**config.mk**
```make
export PLATFORM = sky130hd
export DESIGN_NAME = fpma_top
export DESIGN_NICKNAME = d
export VERILOG_FILES = /design/src/hdl/fpma_pkg.sv /design/src/hdl/fpma_prog_timer.sv /design/src/hdl/fpma_top.sv
export SDC_FILE = /design/constraint.sdc
export NUM_CORES = 1
export LEC_CHECK = 0
export ABC_AREA = 1
export BUFFER_PORTS_ARGS = -buffer_cell sky130_fd_sc_hd__clkbuf_2
export CORE_MARGIN = 2
export CORE_UTILIZATION = 30
export DETAILED_ROUTE_END_ITERATION = 8
export GPL_TIMING_DRIVEN = 0
export PLACE_DENSITY = 0.5
export REMOVE_ABC_BUFFERS = 1
export SLEW_MARGIN = 0
export SYNTH_ARGS = -nofsm -noshare
export SYNTH_HDL_FRONTEND = slang
export SYNTH_SLANG_ARGS = --single-unit
```
**constraint.sdc**
```tcl
create_clock -name REF_CLK -period 1.45 [get_ports REF_CLK]
set_input_delay 0.145 -clock REF_CLK [delete_from_list [all_inputs] [get_ports REF_CLK]]
set_output_delay 0.145 -clock REF_CLK [all_outputs]
set_load 0.01 [all_outputs]
```
**src/hdl/fpma_pkg.sv**
```systemverilog
`default_nettype none
package fpma_pkg;

  // special function register select codes
  localparam logic [1:0] REG_CONTROL = 2'h0;
  localparam logic [1:0] REG_UNLOCK  = 2'h1;
  localparam logic [1:0] REG_LATCH   = 2'h2;

  // control register field positions
  localparam int unsigned BIT_MEM_SEL  = 7;
  localparam int unsigned BIT_CFG_SEL  = 6;
  localparam int unsigned BIT_ERASE    = 4;
  localparam int unsigned BIT_ABORT    = 3;
  localparam int unsigned BIT_PROG_EN  = 2;
  localparam int unsigned BIT_START    = 1;
  localparam int unsigned BIT_RD_START = 0;

  // reset values of the control fields, the table latch and the holding bytes
  localparam logic CTL_RST_MEM_SEL = 1'b0;
  localparam logic CTL_RST_CFG_SEL = 1'b0;
  localparam logic CTL_RST_ERASE   = 1'b0;
  localparam logic CTL_RST_ABORT   = 1'b0;
  localparam logic CTL_RST_PROG_EN = 1'b0;
  localparam logic CTL_RST_START   = 1'b0;
  localparam logic CTL_RST_RD      = 1'b0;
  localparam logic [7:0] LATCH_RST = 8'h00;
  localparam logic [7:0] HOLD_RST  = 8'hff;

  // unlock sequence bytes
  localparam logic [7:0] UNLOCK_KEY1 = 8'h55;
  localparam logic [7:0] UNLOCK_KEY2 = 8'haa;

  // geometry
  localparam int unsigned PTR_W       = 22;
  localparam int unsigned WRITE_BYTES = 8;
  localparam int unsigned ERASE_BYTES = 64;
  localparam int unsigned WRITE_LSB   = 3;
  localparam int unsigned ERASE_LSB   = 6;

  // executed in place of an invalid instruction word
  localparam logic [15:0] NOP_WORD = 16'h0000;

  // target codes
  localparam logic [1:0] TGT_EEPROM = 2'h0;
  localparam logic [1:0] TGT_FLASH  = 2'h1;
  localparam logic [1:0] TGT_CONFIG = 2'h2;

  // self-timed cycle length
  localparam int unsigned CLK_FREQ_MHZ = 40;
  localparam int unsigned PROG_TIME_US = 2000;
  localparam int unsigned PROG_CYCLES  = PROG_TIME_US * CLK_FREQ_MHZ;

  typedef enum logic [2:0] {
    ST_IDLE  = 3'b001,
    ST_ARMED = 3'b010,
    ST_KEYED = 3'b100
  } fpma_unlock_t;

endpackage
`default_nettype wire

```
**src/hdl/fpma_prog_timer.sv**
```systemverilog
`timescale 1ns/1ps
`default_nettype none
module fpma_prog_timer #(
  parameter int unsigned CYCLES = fpma_pkg::PROG_CYCLES
) (
  input  wire logic clk,
  input  wire logic rst,
  input  wire logic start,
  input  wire logic abort,
  output logic      busy,
  output logic      done
);

  localparam int unsigned CW = $clog2(CYCLES + 1);

  generate
    if (CYCLES < 2) begin : g_bad_cycles
      $error("programming timer needs at least two cycles");
    end
  endgenerate

  logic [CW-1:0] cnt_ff;
  logic [CW-1:0] nxt_cnt;
  logic          busy_ff;
  logic          nxt_busy;
  logic          done_ff;
  logic          nxt_done;

  always_comb begin
    nxt_cnt  = cnt_ff;
    nxt_busy = busy_ff;
    nxt_done = 1'b0;
    if (abort) begin
      nxt_busy = 1'b0;
      nxt_cnt  = '0;
    end else if (start && !busy_ff) begin
      nxt_busy = 1'b1;
      nxt_cnt  = CW'(CYCLES - 1);
    end else if (busy_ff) begin
      if (cnt_ff == '0) begin
        nxt_busy = 1'b0;
        nxt_done = 1'b1;
      end else begin
        nxt_cnt = cnt_ff - CW'(1);
      end
    end
  end

  always_ff @(posedge clk) begin
    if (rst) begin
      cnt_ff  <= '0;
      busy_ff <= 1'b0;
      done_ff <= 1'b0;
    end else begin
      cnt_ff  <= nxt_cnt;
      busy_ff <= nxt_busy;
      done_ff <= nxt_done;
    end
  end

  assign busy = busy_ff;
  assign done = done_ff;

endmodule // fpma_prog_timer
`default_nettype wire

```
**src/hdl/fpma_top.sv**
```systemverilog
`timescale 1ns/1ps
`default_nettype none
// Overview of operation
// - byte reads, 8-byte writes, 64-byte row erases
// - stall fetch and memory during write/erase
// - internal timer ends every write or erase
// - invalid instruction word executes as no-op
// - bytes move only through 8-bit table latch
// - table store fills holding register, not array
// - table operations address any single byte
// - unlock register has no storage, reads zero
// - memory select picks flash or EEPROM
// - config select overrides memory select
// - erase bit erases row, cleared on completion
// - program enable gates writes, clear at power-up
// - abort flag set at start, cleared at end
// - abort keeps memory and config select bits
// - start bit set-only, hardware clears it
// - completion flag set, software clears it
// - read bit one-cycle, set-only, refused on selects
// - control bit 5 reads as zero
// - table latch is an 8-bit register
// - erase row from pointer bits 21 to 6
// - holding byte from bits 2:0, block 21:3
module fpma_top #(
  parameter int unsigned PROG_CYCLES = fpma_pkg::PROG_CYCLES,
  parameter int unsigned PTR_W       = fpma_pkg::PTR_W,
  parameter int unsigned HOLD_BYTES  = fpma_pkg::WRITE_BYTES
) (
  input  wire logic                  REF_CLK,
  input  wire logic                  RST,
  input  wire logic                  WARM_RST,
  input  wire logic                  SFR_WR,
  input  wire logic                  SFR_RD,
  input  wire logic [1:0]            SFR_SEL,
  input  wire logic [7:0]            SFR_WDATA,
  output logic      [7:0]            SFR_RDATA,
  input  wire logic                  TBL_FETCH,
  input  wire logic                  TBL_STORE,
  input  wire logic [PTR_W-1:0]      TBL_PTR,
  output logic      [PTR_W-2:0]      MEM_RADDR,
  input  wire logic [15:0]           MEM_RDATA,
  input  wire logic [15:0]           FETCH_WORD,
  input  wire logic                  FETCH_INVALID,
  output logic      [15:0]           EXEC_WORD,
  output logic                       FETCH_HOLD,
  output logic                       ARR_WRITE,
  output logic                       ARR_ERASE,
  output logic      [1:0]            ARR_TARGET,
  output logic      [PTR_W-1:0]      ARR_ADDR,
  output logic      [8*HOLD_BYTES-1:0] ARR_WDATA,
  output logic                       EE_READ,
  input  wire logic                  NVM_DONE_CLR,
  output logic                       NVM_DONE_FLAG
);

  localparam int unsigned HSEL_W = $clog2(HOLD_BYTES);

  generate
    if (HOLD_BYTES != fpma_pkg::WRITE_BYTES ||
        PTR_W <= fpma_pkg::ERASE_LSB) begin : g_bad_geom
      $error("holding block must be 8 bytes and pointer wider than 6");
    end
  endgenerate

  logic                     mem_sel_ff, nxt_mem_sel;
  logic                     cfg_sel_ff, nxt_cfg_sel;
  logic                     erase_ff, nxt_erase;
  logic                     abort_ff, nxt_abort;
  logic                     prog_en_ff, nxt_prog_en;
  logic                     start_ff, nxt_start;
  logic                     rd_ff, nxt_rd;
  logic [7:0]               latch_ff, nxt_latch;
  logic [7:0]               rdata_ff, nxt_rdata;
  logic [7:0]               hold_ff [HOLD_BYTES];
  logic [7:0]               nxt_hold [HOLD_BYTES];
  logic [PTR_W-1:0]         op_addr_ff, nxt_op_addr;
  logic                     op_erase_ff, nxt_op_erase;
  logic [1:0]               op_tgt_ff, nxt_op_tgt;
  logic                     arr_wr_ff, nxt_arr_wr;
  logic                     arr_er_ff, nxt_arr_er;
  logic                     done_flag_ff, nxt_done_flag;
  logic [15:0]              exec_ff, nxt_exec;
  fpma_pkg::fpma_unlock_t   ul_ff, nxt_ul;

  logic                     busy;
  logic                     tmr_done;
  logic                     go;
  logic                     ctl_wr;
  logic [7:0]               ctl_rd;
  logic [1:0]               tgt;

  fpma_prog_timer #(
    .CYCLES (PROG_CYCLES)
  ) u_timer (
    .clk   (REF_CLK),
    .rst   (RST),
    .start (go),
    .abort (WARM_RST),
    .busy  (busy),
    .done  (tmr_done)
  );

  // config select wins over memory select
  always_comb begin
    if (cfg_sel_ff) begin
      tgt = fpma_pkg::TGT_CONFIG;
    end else if (mem_sel_ff) begin
      tgt = fpma_pkg::TGT_FLASH;
    end else begin
      tgt = fpma_pkg::TGT_EEPROM;
    end
  end

  always_comb begin
    ctl_rd = 8'h00;
    ctl_rd[fpma_pkg::BIT_MEM_SEL]  = mem_sel_ff;
    ctl_rd[fpma_pkg::BIT_CFG_SEL]  = cfg_sel_ff;
    ctl_rd[fpma_pkg::BIT_ERASE]    = erase_ff;
    ctl_rd[fpma_pkg::BIT_ABORT]    = abort_ff;
    ctl_rd[fpma_pkg::BIT_PROG_EN]  = prog_en_ff;
    ctl_rd[fpma_pkg::BIT_START]    = start_ff;
    ctl_rd[fpma_pkg::BIT_RD_START] = rd_ff;
  end

  // unlock tracking: any other register write breaks the sequence
  always_comb begin
    nxt_ul = ul_ff;
    if (SFR_WR) begin
      if (SFR_SEL == fpma_pkg::REG_UNLOCK &&
          SFR_WDATA == fpma_pkg::UNLOCK_KEY1) begin
        nxt_ul = fpma_pkg::ST_ARMED;
      end else if (SFR_SEL == fpma_pkg::REG_UNLOCK &&
                   SFR_WDATA == fpma_pkg::UNLOCK_KEY2 &&
                   ul_ff == fpma_pkg::ST_ARMED) begin
        nxt_ul = fpma_pkg::ST_KEYED;
      end else begin
        nxt_ul = fpma_pkg::ST_IDLE;
      end
    end
    case (ul_ff)
      fpma_pkg::ST_IDLE:  ;
      fpma_pkg::ST_ARMED: ;
      fpma_pkg::ST_KEYED: ;
      default:            nxt_ul = fpma_pkg::ST_IDLE;
    endcase
  end

  // control writes are ignored while the cpu is stalled
  assign ctl_wr = SFR_WR && SFR_SEL == fpma_pkg::REG_CONTROL && !busy;
  assign go     = ctl_wr && SFR_WDATA[fpma_pkg::BIT_START] && !start_ff &&
                  prog_en_ff && ul_ff == fpma_pkg::ST_KEYED;

  always_comb begin
    nxt_mem_sel  = mem_sel_ff;
    nxt_cfg_sel  = cfg_sel_ff;
    nxt_erase    = erase_ff;
    nxt_abort    = abort_ff;
    nxt_prog_en  = prog_en_ff;
    nxt_start    = start_ff;
    nxt_rd       = 1'b0;
    nxt_op_addr  = op_addr_ff;
    nxt_op_erase = op_erase_ff;
    nxt_op_tgt   = op_tgt_ff;
    if (ctl_wr) begin
      nxt_mem_sel = SFR_WDATA[fpma_pkg::BIT_MEM_SEL];
      nxt_cfg_sel = SFR_WDATA[fpma_pkg::BIT_CFG_SEL];
      nxt_erase   = SFR_WDATA[fpma_pkg::BIT_ERASE];
      nxt_abort   = SFR_WDATA[fpma_pkg::BIT_ABORT];
      nxt_prog_en = SFR_WDATA[fpma_pkg::BIT_PROG_EN];
      // set-only bits: a written zero never clears them
      if (SFR_WDATA[fpma_pkg::BIT_RD_START] &&
          !mem_sel_ff && !cfg_sel_ff) begin
        nxt_rd = 1'b1;
      end
      if (go) begin
        nxt_start    = 1'b1;
        nxt_abort    = 1'b1;
        nxt_op_erase = erase_ff;
        nxt_op_tgt   = tgt;
        if (erase_ff) begin
          nxt_op_addr = {TBL_PTR[PTR_W-1:fpma_pkg::ERASE_LSB],
                         fpma_pkg::ERASE_LSB'(0)};
        end else begin
          nxt_op_addr = {TBL_PTR[PTR_W-1:fpma_pkg::WRITE_LSB],
                         fpma_pkg::WRITE_LSB'(0)};
        end
      end else if (SFR_WDATA[fpma_pkg::BIT_START] && !start_ff) begin
        nxt_abort = 1'b1;
      end
    end
    if (tmr_done) begin
      nxt_start = 1'b0;
      nxt_abort = 1'b0;
      if (op_erase_ff) begin
        nxt_erase = 1'b0;
      end
    end
    // warm reset kills the cycle; the abort flag and selects stay
    if (WARM_RST) begin
      nxt_start   = 1'b0;
      nxt_erase   = 1'b0;
      nxt_prog_en = 1'b0;
      nxt_rd      = 1'b0;
      nxt_abort   = abort_ff;
      nxt_mem_sel = mem_sel_ff;
      nxt_cfg_sel = cfg_sel_ff;
    end
  end

  // table transfers, both refused while the array is busy
  always_comb begin
    nxt_latch = latch_ff;
    for (int i = 0; i < HOLD_BYTES; i++) begin
      nxt_hold[i] = hold_ff[i];
    end
    if (SFR_WR && SFR_SEL == fpma_pkg::REG_LATCH) begin
      nxt_latch = SFR_WDATA;
    end
    if (TBL_FETCH && !busy) begin
      nxt_latch = TBL_PTR[0] ? MEM_RDATA[15:8] : MEM_RDATA[7:0];
    end
    // cleared only as the commit pulse carries the bytes out
    if (arr_wr_ff) begin
      for (int i = 0; i < HOLD_BYTES; i++) begin
        nxt_hold[i] = fpma_pkg::HOLD_RST;
      end
    end
    if (TBL_STORE && !busy) begin
      nxt_hold[TBL_PTR[HSEL_W-1:0]] = latch_ff;
    end
  end

  always_comb begin
    nxt_rdata = rdata_ff;
    if (SFR_RD) begin
      case (SFR_SEL)
        fpma_pkg::REG_CONTROL: nxt_rdata = ctl_rd;
        fpma_pkg::REG_UNLOCK:  nxt_rdata = 8'h00;
        fpma_pkg::REG_LATCH:   nxt_rdata = latch_ff;
        default:               nxt_rdata = 8'h00;
      endcase
    end
  end

  // commit pulses follow the timer end by one cycle
  always_comb begin
    nxt_arr_wr    = tmr_done && !op_erase_ff;
    nxt_arr_er    = tmr_done && op_erase_ff;
    nxt_done_flag = (done_flag_ff && !NVM_DONE_CLR) || tmr_done;
    nxt_exec      = FETCH_INVALID ? fpma_pkg::NOP_WORD : FETCH_WORD;
  end

  always_ff @(posedge REF_CLK) begin
    if (RST) begin
      mem_sel_ff   <= fpma_pkg::CTL_RST_MEM_SEL;
      cfg_sel_ff   <= fpma_pkg::CTL_RST_CFG_SEL;
      erase_ff     <= fpma_pkg::CTL_RST_ERASE;
      abort_ff     <= fpma_pkg::CTL_RST_ABORT;
      prog_en_ff   <= fpma_pkg::CTL_RST_PROG_EN;
      start_ff     <= fpma_pkg::CTL_RST_START;
      rd_ff        <= fpma_pkg::CTL_RST_RD;
      latch_ff     <= fpma_pkg::LATCH_RST;
      rdata_ff     <= 8'h00;
      op_addr_ff   <= '0;
      op_erase_ff  <= 1'b0;
      op_tgt_ff    <= fpma_pkg::TGT_EEPROM;
      arr_wr_ff    <= 1'b0;
      arr_er_ff    <= 1'b0;
      done_flag_ff <= 1'b0;
      exec_ff      <= fpma_pkg::NOP_WORD;
      ul_ff        <= fpma_pkg::ST_IDLE;
      for (int i = 0; i < HOLD_BYTES; i++) begin
        hold_ff[i] <= fpma_pkg::HOLD_RST;
      end
    end else begin
      mem_sel_ff   <= nxt_mem_sel;
      cfg_sel_ff   <= nxt_cfg_sel;
      erase_ff     <= nxt_erase;
      abort_ff     <= nxt_abort;
      prog_en_ff   <= nxt_prog_en;
      start_ff     <= nxt_start;
      rd_ff        <= nxt_rd;
      latch_ff     <= nxt_latch;
      rdata_ff     <= nxt_rdata;
      op_addr_ff   <= nxt_op_addr;
      op_erase_ff  <= nxt_op_erase;
      op_tgt_ff    <= nxt_op_tgt;
      arr_wr_ff    <= nxt_arr_wr;
      arr_er_ff    <= nxt_arr_er;
      done_flag_ff <= nxt_done_flag;
      exec_ff      <= nxt_exec;
      ul_ff        <= nxt_ul;
      for (int i = 0; i < HOLD_BYTES; i++) begin
        hold_ff[i] <= nxt_hold[i];
      end
    end
  end

  always_comb begin
    for (int i = 0; i < HOLD_BYTES; i++) begin
      ARR_WDATA[8*i +: 8] = hold_ff[i];
    end
  end

  assign SFR_RDATA     = rdata_ff;
  assign MEM_RADDR     = TBL_PTR[PTR_W-1:1];
  assign EXEC_WORD     = exec_ff;
  assign FETCH_HOLD    = busy;
  assign ARR_WRITE     = arr_wr_ff;
  assign ARR_ERASE     = arr_er_ff;
  assign ARR_TARGET    = op_tgt_ff;
  assign ARR_ADDR      = op_addr_ff;
  assign EE_READ       = rd_ff;
  assign NVM_DONE_FLAG = done_flag_ff;

endmodule // fpma_top
`default_nettype wire

```
# == Word-level counts from Yosys, hierarchy flattened ==
# Memories as Yosys holds them, arrays and structs flattened.
# Index checks and enable logic that the tools add are counted.
# word_totals
register_bits,89
ram_bits,64
in_bits,73
output_inout_bits,138
mem_count,1
# mem_list
memory,depth,word_bits,read_ports,rd_ports_with_merged_regs,write_ports,line,source
hold_ff,8,8,8,0,8,fpma_top.sv:75,logic [7:0] hold_ff [HOLD_BYTES];
# op_classes
add_sub_neg,1
magnitude_cmp,2
n_eq_ne,8
mux,40
bitwise_logic,14
n_reduce_logical,45
# ops
cell,count
64-bit two-way mux,2
8-bit two-way mux,12
64-bit bitwise mux,1
17-bit two-way mux,3
8-bit demux with 3-bit select,1
1-bit logical AND,20
17-bit logical NOT,1
17-bit by 1-bit subtractor with 17-bit output (second input constant),1
1-bit two-way mux,16
8-bit case mux with 2 select lines,1
3-bit OR reduction,4
2-bit AND reduction,5
8-bit by 7-bit equality test with 1-bit output (second input constant),1
8-bit equality test (second input constant),1
1-bit bitwise OR,8
1-bit logical NOT,6
3-bit two-way mux,2
6-bit two-way mux,1
2-bit nonzero test,3
2-bit OR reduction,3
1-bit NOT,5
4-bit >= comparator (second input constant),1
4-bit by 1-bit < comparator with 1-bit output (second input constant),1
3-bit NOT with 4-bit output,1
10 further kinds,10

# == Logic depth before layout (Yosys ltp) ==
# logic_depth
depth_word,10
ltp_mapped,11

# == Modules after synthesis ==
# From an unflattened synthesis, not the netlist that was laid out.
# unflattened
cells_unflattened,884
area_unflattened_um2,6857.8
# by_module_without_submodules
mod,instances,cells_per_inst,area_each_um2
fpma_top,1,698,5597.9
fpma_prog_timer,1,186,1260.0

# == Least setup slack after synthesis ==
# OpenSTA, ideal clock, no wires.
# synth_path
path_kind,register -> register
startpoint,register u_timer.cnt_ff[0]
endpoint,register u_timer.cnt_ff[5]
setup_ns,0.129
arrival_ns,1.287
setup_slack_ns,0.034
path_stages_with_launch,11
n_path_buf,1
synth_period_minus_slack_ns,1.416
cell_sequence,dfxtp_1 -> inv_1 -> ha_1 -> nand2_2 -> nor2_4 -> nand3b_4 -> buf_6 -> nand4_1 -> nand2_1 -> nor2_1 -> nor2_1
# synth_via
elab_chain_cells,4
# synth_lines
item,line,source
"start, declared",fpma_prog_timer.sv:22,logic [CW-1:0] cnt_ff;
"start signal, assigned",fpma_prog_timer.sv:55,cnt_ff <= nxt_cnt;
17-bit by 1-bit subtractor with 17-bit output,fpma_prog_timer.sv:44,nxt_cnt = cnt_ff - CW'(1);
17-bit two-way mux,fpma_prog_timer.sv:40,if (cnt_ff == '0) begin
17-bit two-way mux,fpma_prog_timer.sv:39,end else if (busy_ff) begin
17-bit two-way mux,fpma_prog_timer.sv:36,end else if (start && !busy_ff) begin
# Several ways; a longest one is shown, not always the timed one. The select of a mux whose other input is x is not followed.
# A chain may end at the register's enable or synchronous reset.

# == Worst setup path after layout ==
# layout_path
startpoint,register u_timer.cnt_ff[0]
endpoint,register u_timer.cnt_ff[6]
# The elaborated chain is that of the path after synthesis.

==> impl_metrics.yaml <==
power:
  p_seq_frac: 0.428
  ir_worst_vdd_v: 0.000625
  switchingPower_mw: 2.63
  p_leak_nw: 3.98
  p_clk_frac: 0.480
  p_comb_frac: 0.092
  swShare: 0.263
  pwr_density_cell_mw_per_mm2: 1140
  intPower_mw: 7.39
yosys:
  postSynthCellCount: 819
  ys_seq_elements: 150
  synth_top_area_frac: 0.473
  synth_edf_count: 0
  synth_ff_type: "dfxtp_1"
  synth_area_mm2: 0.00635
  yosys.area.top_type: "dfxtp_1"
  synthArstFlopShare: 0
  synth_cell_types: 42
  avgSynthCellArea_um2: 7.75
  yosysWarnings: 0
  yosysSeqAreaShare: 0.473
  ys_top_cells_by_area: "dfxtp_1 (47%), o21ai_0 (8.1%), nor2_1 (6.7%)"
grt:
  grt_pass1_wl_mm: 31.8
  grt_use_total: 0.182
  grt_pass1_vias: 5830
  grt_max_degree: 65
  grt_overflow: 0
  antenna_found_initial: 2
critical_path:
  crit_arrival_ns: 1.71
  crit_required_ns: 1.74
  slowest_stage: "dfxtp_2"
  cp_cell_sequence: "inv_2 > ha_4 > nand2_4 > nor2_4 > nand3b_4 > buf_6 > nand4_1 > nand2_1 > nor2_2 > nor2_1"
  crit_fanout: 5
  critical_path_buf_inv_count: 2
  criticalPathCategory: "register to register"
  cp_top_family: "simple AND/OR/NAND/NOR gates"
  cp-end-kind: "register"
  start_kind: "register"
  critical-path-max-stage-delay_ns: 0.32
sta:
  worst_pin_slew_ns: 0.593
  rsz0062_at_grt: "true"
  fin_crit_sh: 0.982
  fmax_mhz: 703
  skew_ns: 0.00840
  finalMaxSlewViolations: 0
  worst_slack_ns: 0.0266
  hold_viol_final: 0
  maxSlewHeadroom: 0.604
  layout_min_cycle_time_ns: 1.42
  setup_tns_ns: 0
  finalSetupViolations: 0
clocking:
  clk_latency_ns: 0.42
  cts.path.max_buffers: 2
  cts.reportedPaths.clkPinSlew_ns: 0.07
  cts_made_buffers: 17
  cts_root_buf: "clkbuf_16"
  cts_tree: "yes"
  clock_sinks: 150
  cts_htree_levels: 4
floorplanning:
  io_pins: 211
  rows: 53
  die_h_um: 149
  dieArea_mm2: 0.0223
  start_util: 0.304
  chipWidth_um: 149
  core_mm2: 0.0209
final_layout:
  drive_above_1_share: 0.319
  fin_nets: 1110
  syn_to_final_growth_pct: 38.5
drt:
  met3_length_um: 978
  vias_per_cell: 4.66
  wl_met1_mm: 9.44
  drt-wirelength-per-cell_um: 15.5
  drtAntennaViolNets: 0
  top_layer: "met4"
  dr.pass1.iters: 4
  drc: 0
  route.met2.wl_mm: 9.70
  vias: 6179
  drtIter0Drc: 349
  wl_mm: 20.6
run_status:
  status: "complete, no violations"
placed_design:
  io_buffers: 207
  dp_slack_ns: -0.674
  gp_congestion: 0.815
  dp_hpwl_mm: 13.7
worst_hold_path:
  hold_path.class: "input port to register"
job:
  cap_viol_max_count: 0
-- placed cells by master (no fill, tap or decap), types with 3 or more instances in the layout --
cell and count:
bufinv_16 3, clkbuf_16 17, a21oi_1 60, nor4_1 4, o21ai_0 101, clkbuf_2 206, dlygate4sd3_1 34, nor2_4 4
inv_1 67, nand4_1 7, conb_1 3, inv_6 7, inv_2 11, nand2_4 8, o211ai_1 45, nand3_1 23
inv_8 6, a21oi_2 3, nand2_2 6, dfxtp_1 142, nor2_1 102, o21ai_1 4, buf_12 3, nor2_2 12
o221ai_1 7, nor3_2 3, nor3_1 7, nand2_8 3, nand2_1 95, nand3_2 4, dfxtp_2 6, buf_4 10
-- worst min-delay path, delay by kind of cell --
kind / cells / cell delay (ns)
AO/OA/AOI/OAI: 1 / 0.09
AND/OR/NAND/NOR: 1 / 0.08
buffers and inverters: 1 / 0.09
-- path summary, 6_finish.rpt --
| kind | from | end | slack, ns | cells past startpoint |
|---|---|---|---|---|
| setup reg to reg | u_timer.cnt_ff[0] | u_timer.cnt_ff[6] | 0.03 | 10 |
| hold reg to reg | u_timer.done | start_ff | 0.45 | 1 |
| hold / removal | TBL_PTR[16] | ARR_ADDR[16] | 0.02 | 3 |
| setup / recovery | u_timer.cnt_ff[0] | u_timer.cnt_ff[6] | 0.03 | 10 |
-- timing repair --
| action | in CTS | in global routing |
|---|---|---|
| setup endpoints to repair | 121 | 47 |
| pin swaps | 4 | 9 |
| gates resized for setup | 31 | 39 |
| hold buffers | 34 | 0 |
| gates cloned | 2 | 3 |
| hold endpoints to repair | 34 | 0 |
| setup buffers | 9 | 5 |
-- synth_stat cells (8+ instances only) --
library cell,count
inv_1,73
nor3_1,8
a21oi_1,61
o21ai_0,103
nand3_1,26
buf_2,11
dfxtp_1,150
nor2_1,114
o211ai_1,45
nand2_1,103
buf_4,30
clkbuf_1,20
inv_2,9
-- sequential cells by signal (all words and copies together) (netlist names), 2 cells and up --
signal,cells
hold_ff,64
u_timer.cnt_ff,17
latch_ff,8
ARR_TARGET,2
EXEC_WORD,16
SFR_RDATA,8
ul_ff,3
ARR_ADDR,19
-- metal layers --
layer | global-route usage | up-vias
li1 | - | 3165
met1 | 0.241 | 2854
met2 | 0.292 | 140
met3 | 0.0409 | 20
met4 | 0.0667 | 0
met5 | 0 | -
-- cell type report --
class	count	area, µm²
inverters	85	340
multi-input cells	524	2860
well taps	275	344
flip-flops and latches	150	3020
fillers	2227	12100
clock buffers	17	425
diodes	2	5.00
clock inverters	15	208
repair buffers	258	1600
-- metrics by stage --
step,hold slack [ns],power [mW],instance area (µm²),cells,utilization
final,0.0214,10.0,8790,1326,0.421
after global routing,0.0221,10.4,8790,1325,0.421
after CTS,0.0133,10.1,8580,1316,0.411
after global placement,0.339,5.20,7340,1237,0.351
after floorplan,0.217,4.76,5960,755,-
after detailed placement,0.345,5.21,7390,1239,0.354
-- power groups by stage --
| stage | logic (mW) | clock network (mW) | registers, mW |
|---|---|---|---|
| final | 0.920 | 4.81 | 4.29 |
| after global routing | 1.02 | 5.10 | 4.31 |
| after CTS | 0.907 | 4.90 | 4.29 |
| after detailed placement | 0.818 | 0 | 4.39 |
| after global placement | 0.809 | 0 | 4.39 |
| after floorplan | 0.328 | 0 | 4.43 |
-- logic make-up after synthesis --
logic type      Yosys count  synth area share
compound gates          229             0.207
xor+xnor                  4           0.00552
fa+ha+maj                 1           0.00197
buf+inv                 151             0.112
flops                   150             0.473
other cells               1          0.000591
simple gates            283             0.200
Note: power is estimated with default switching activity, not from simulation.
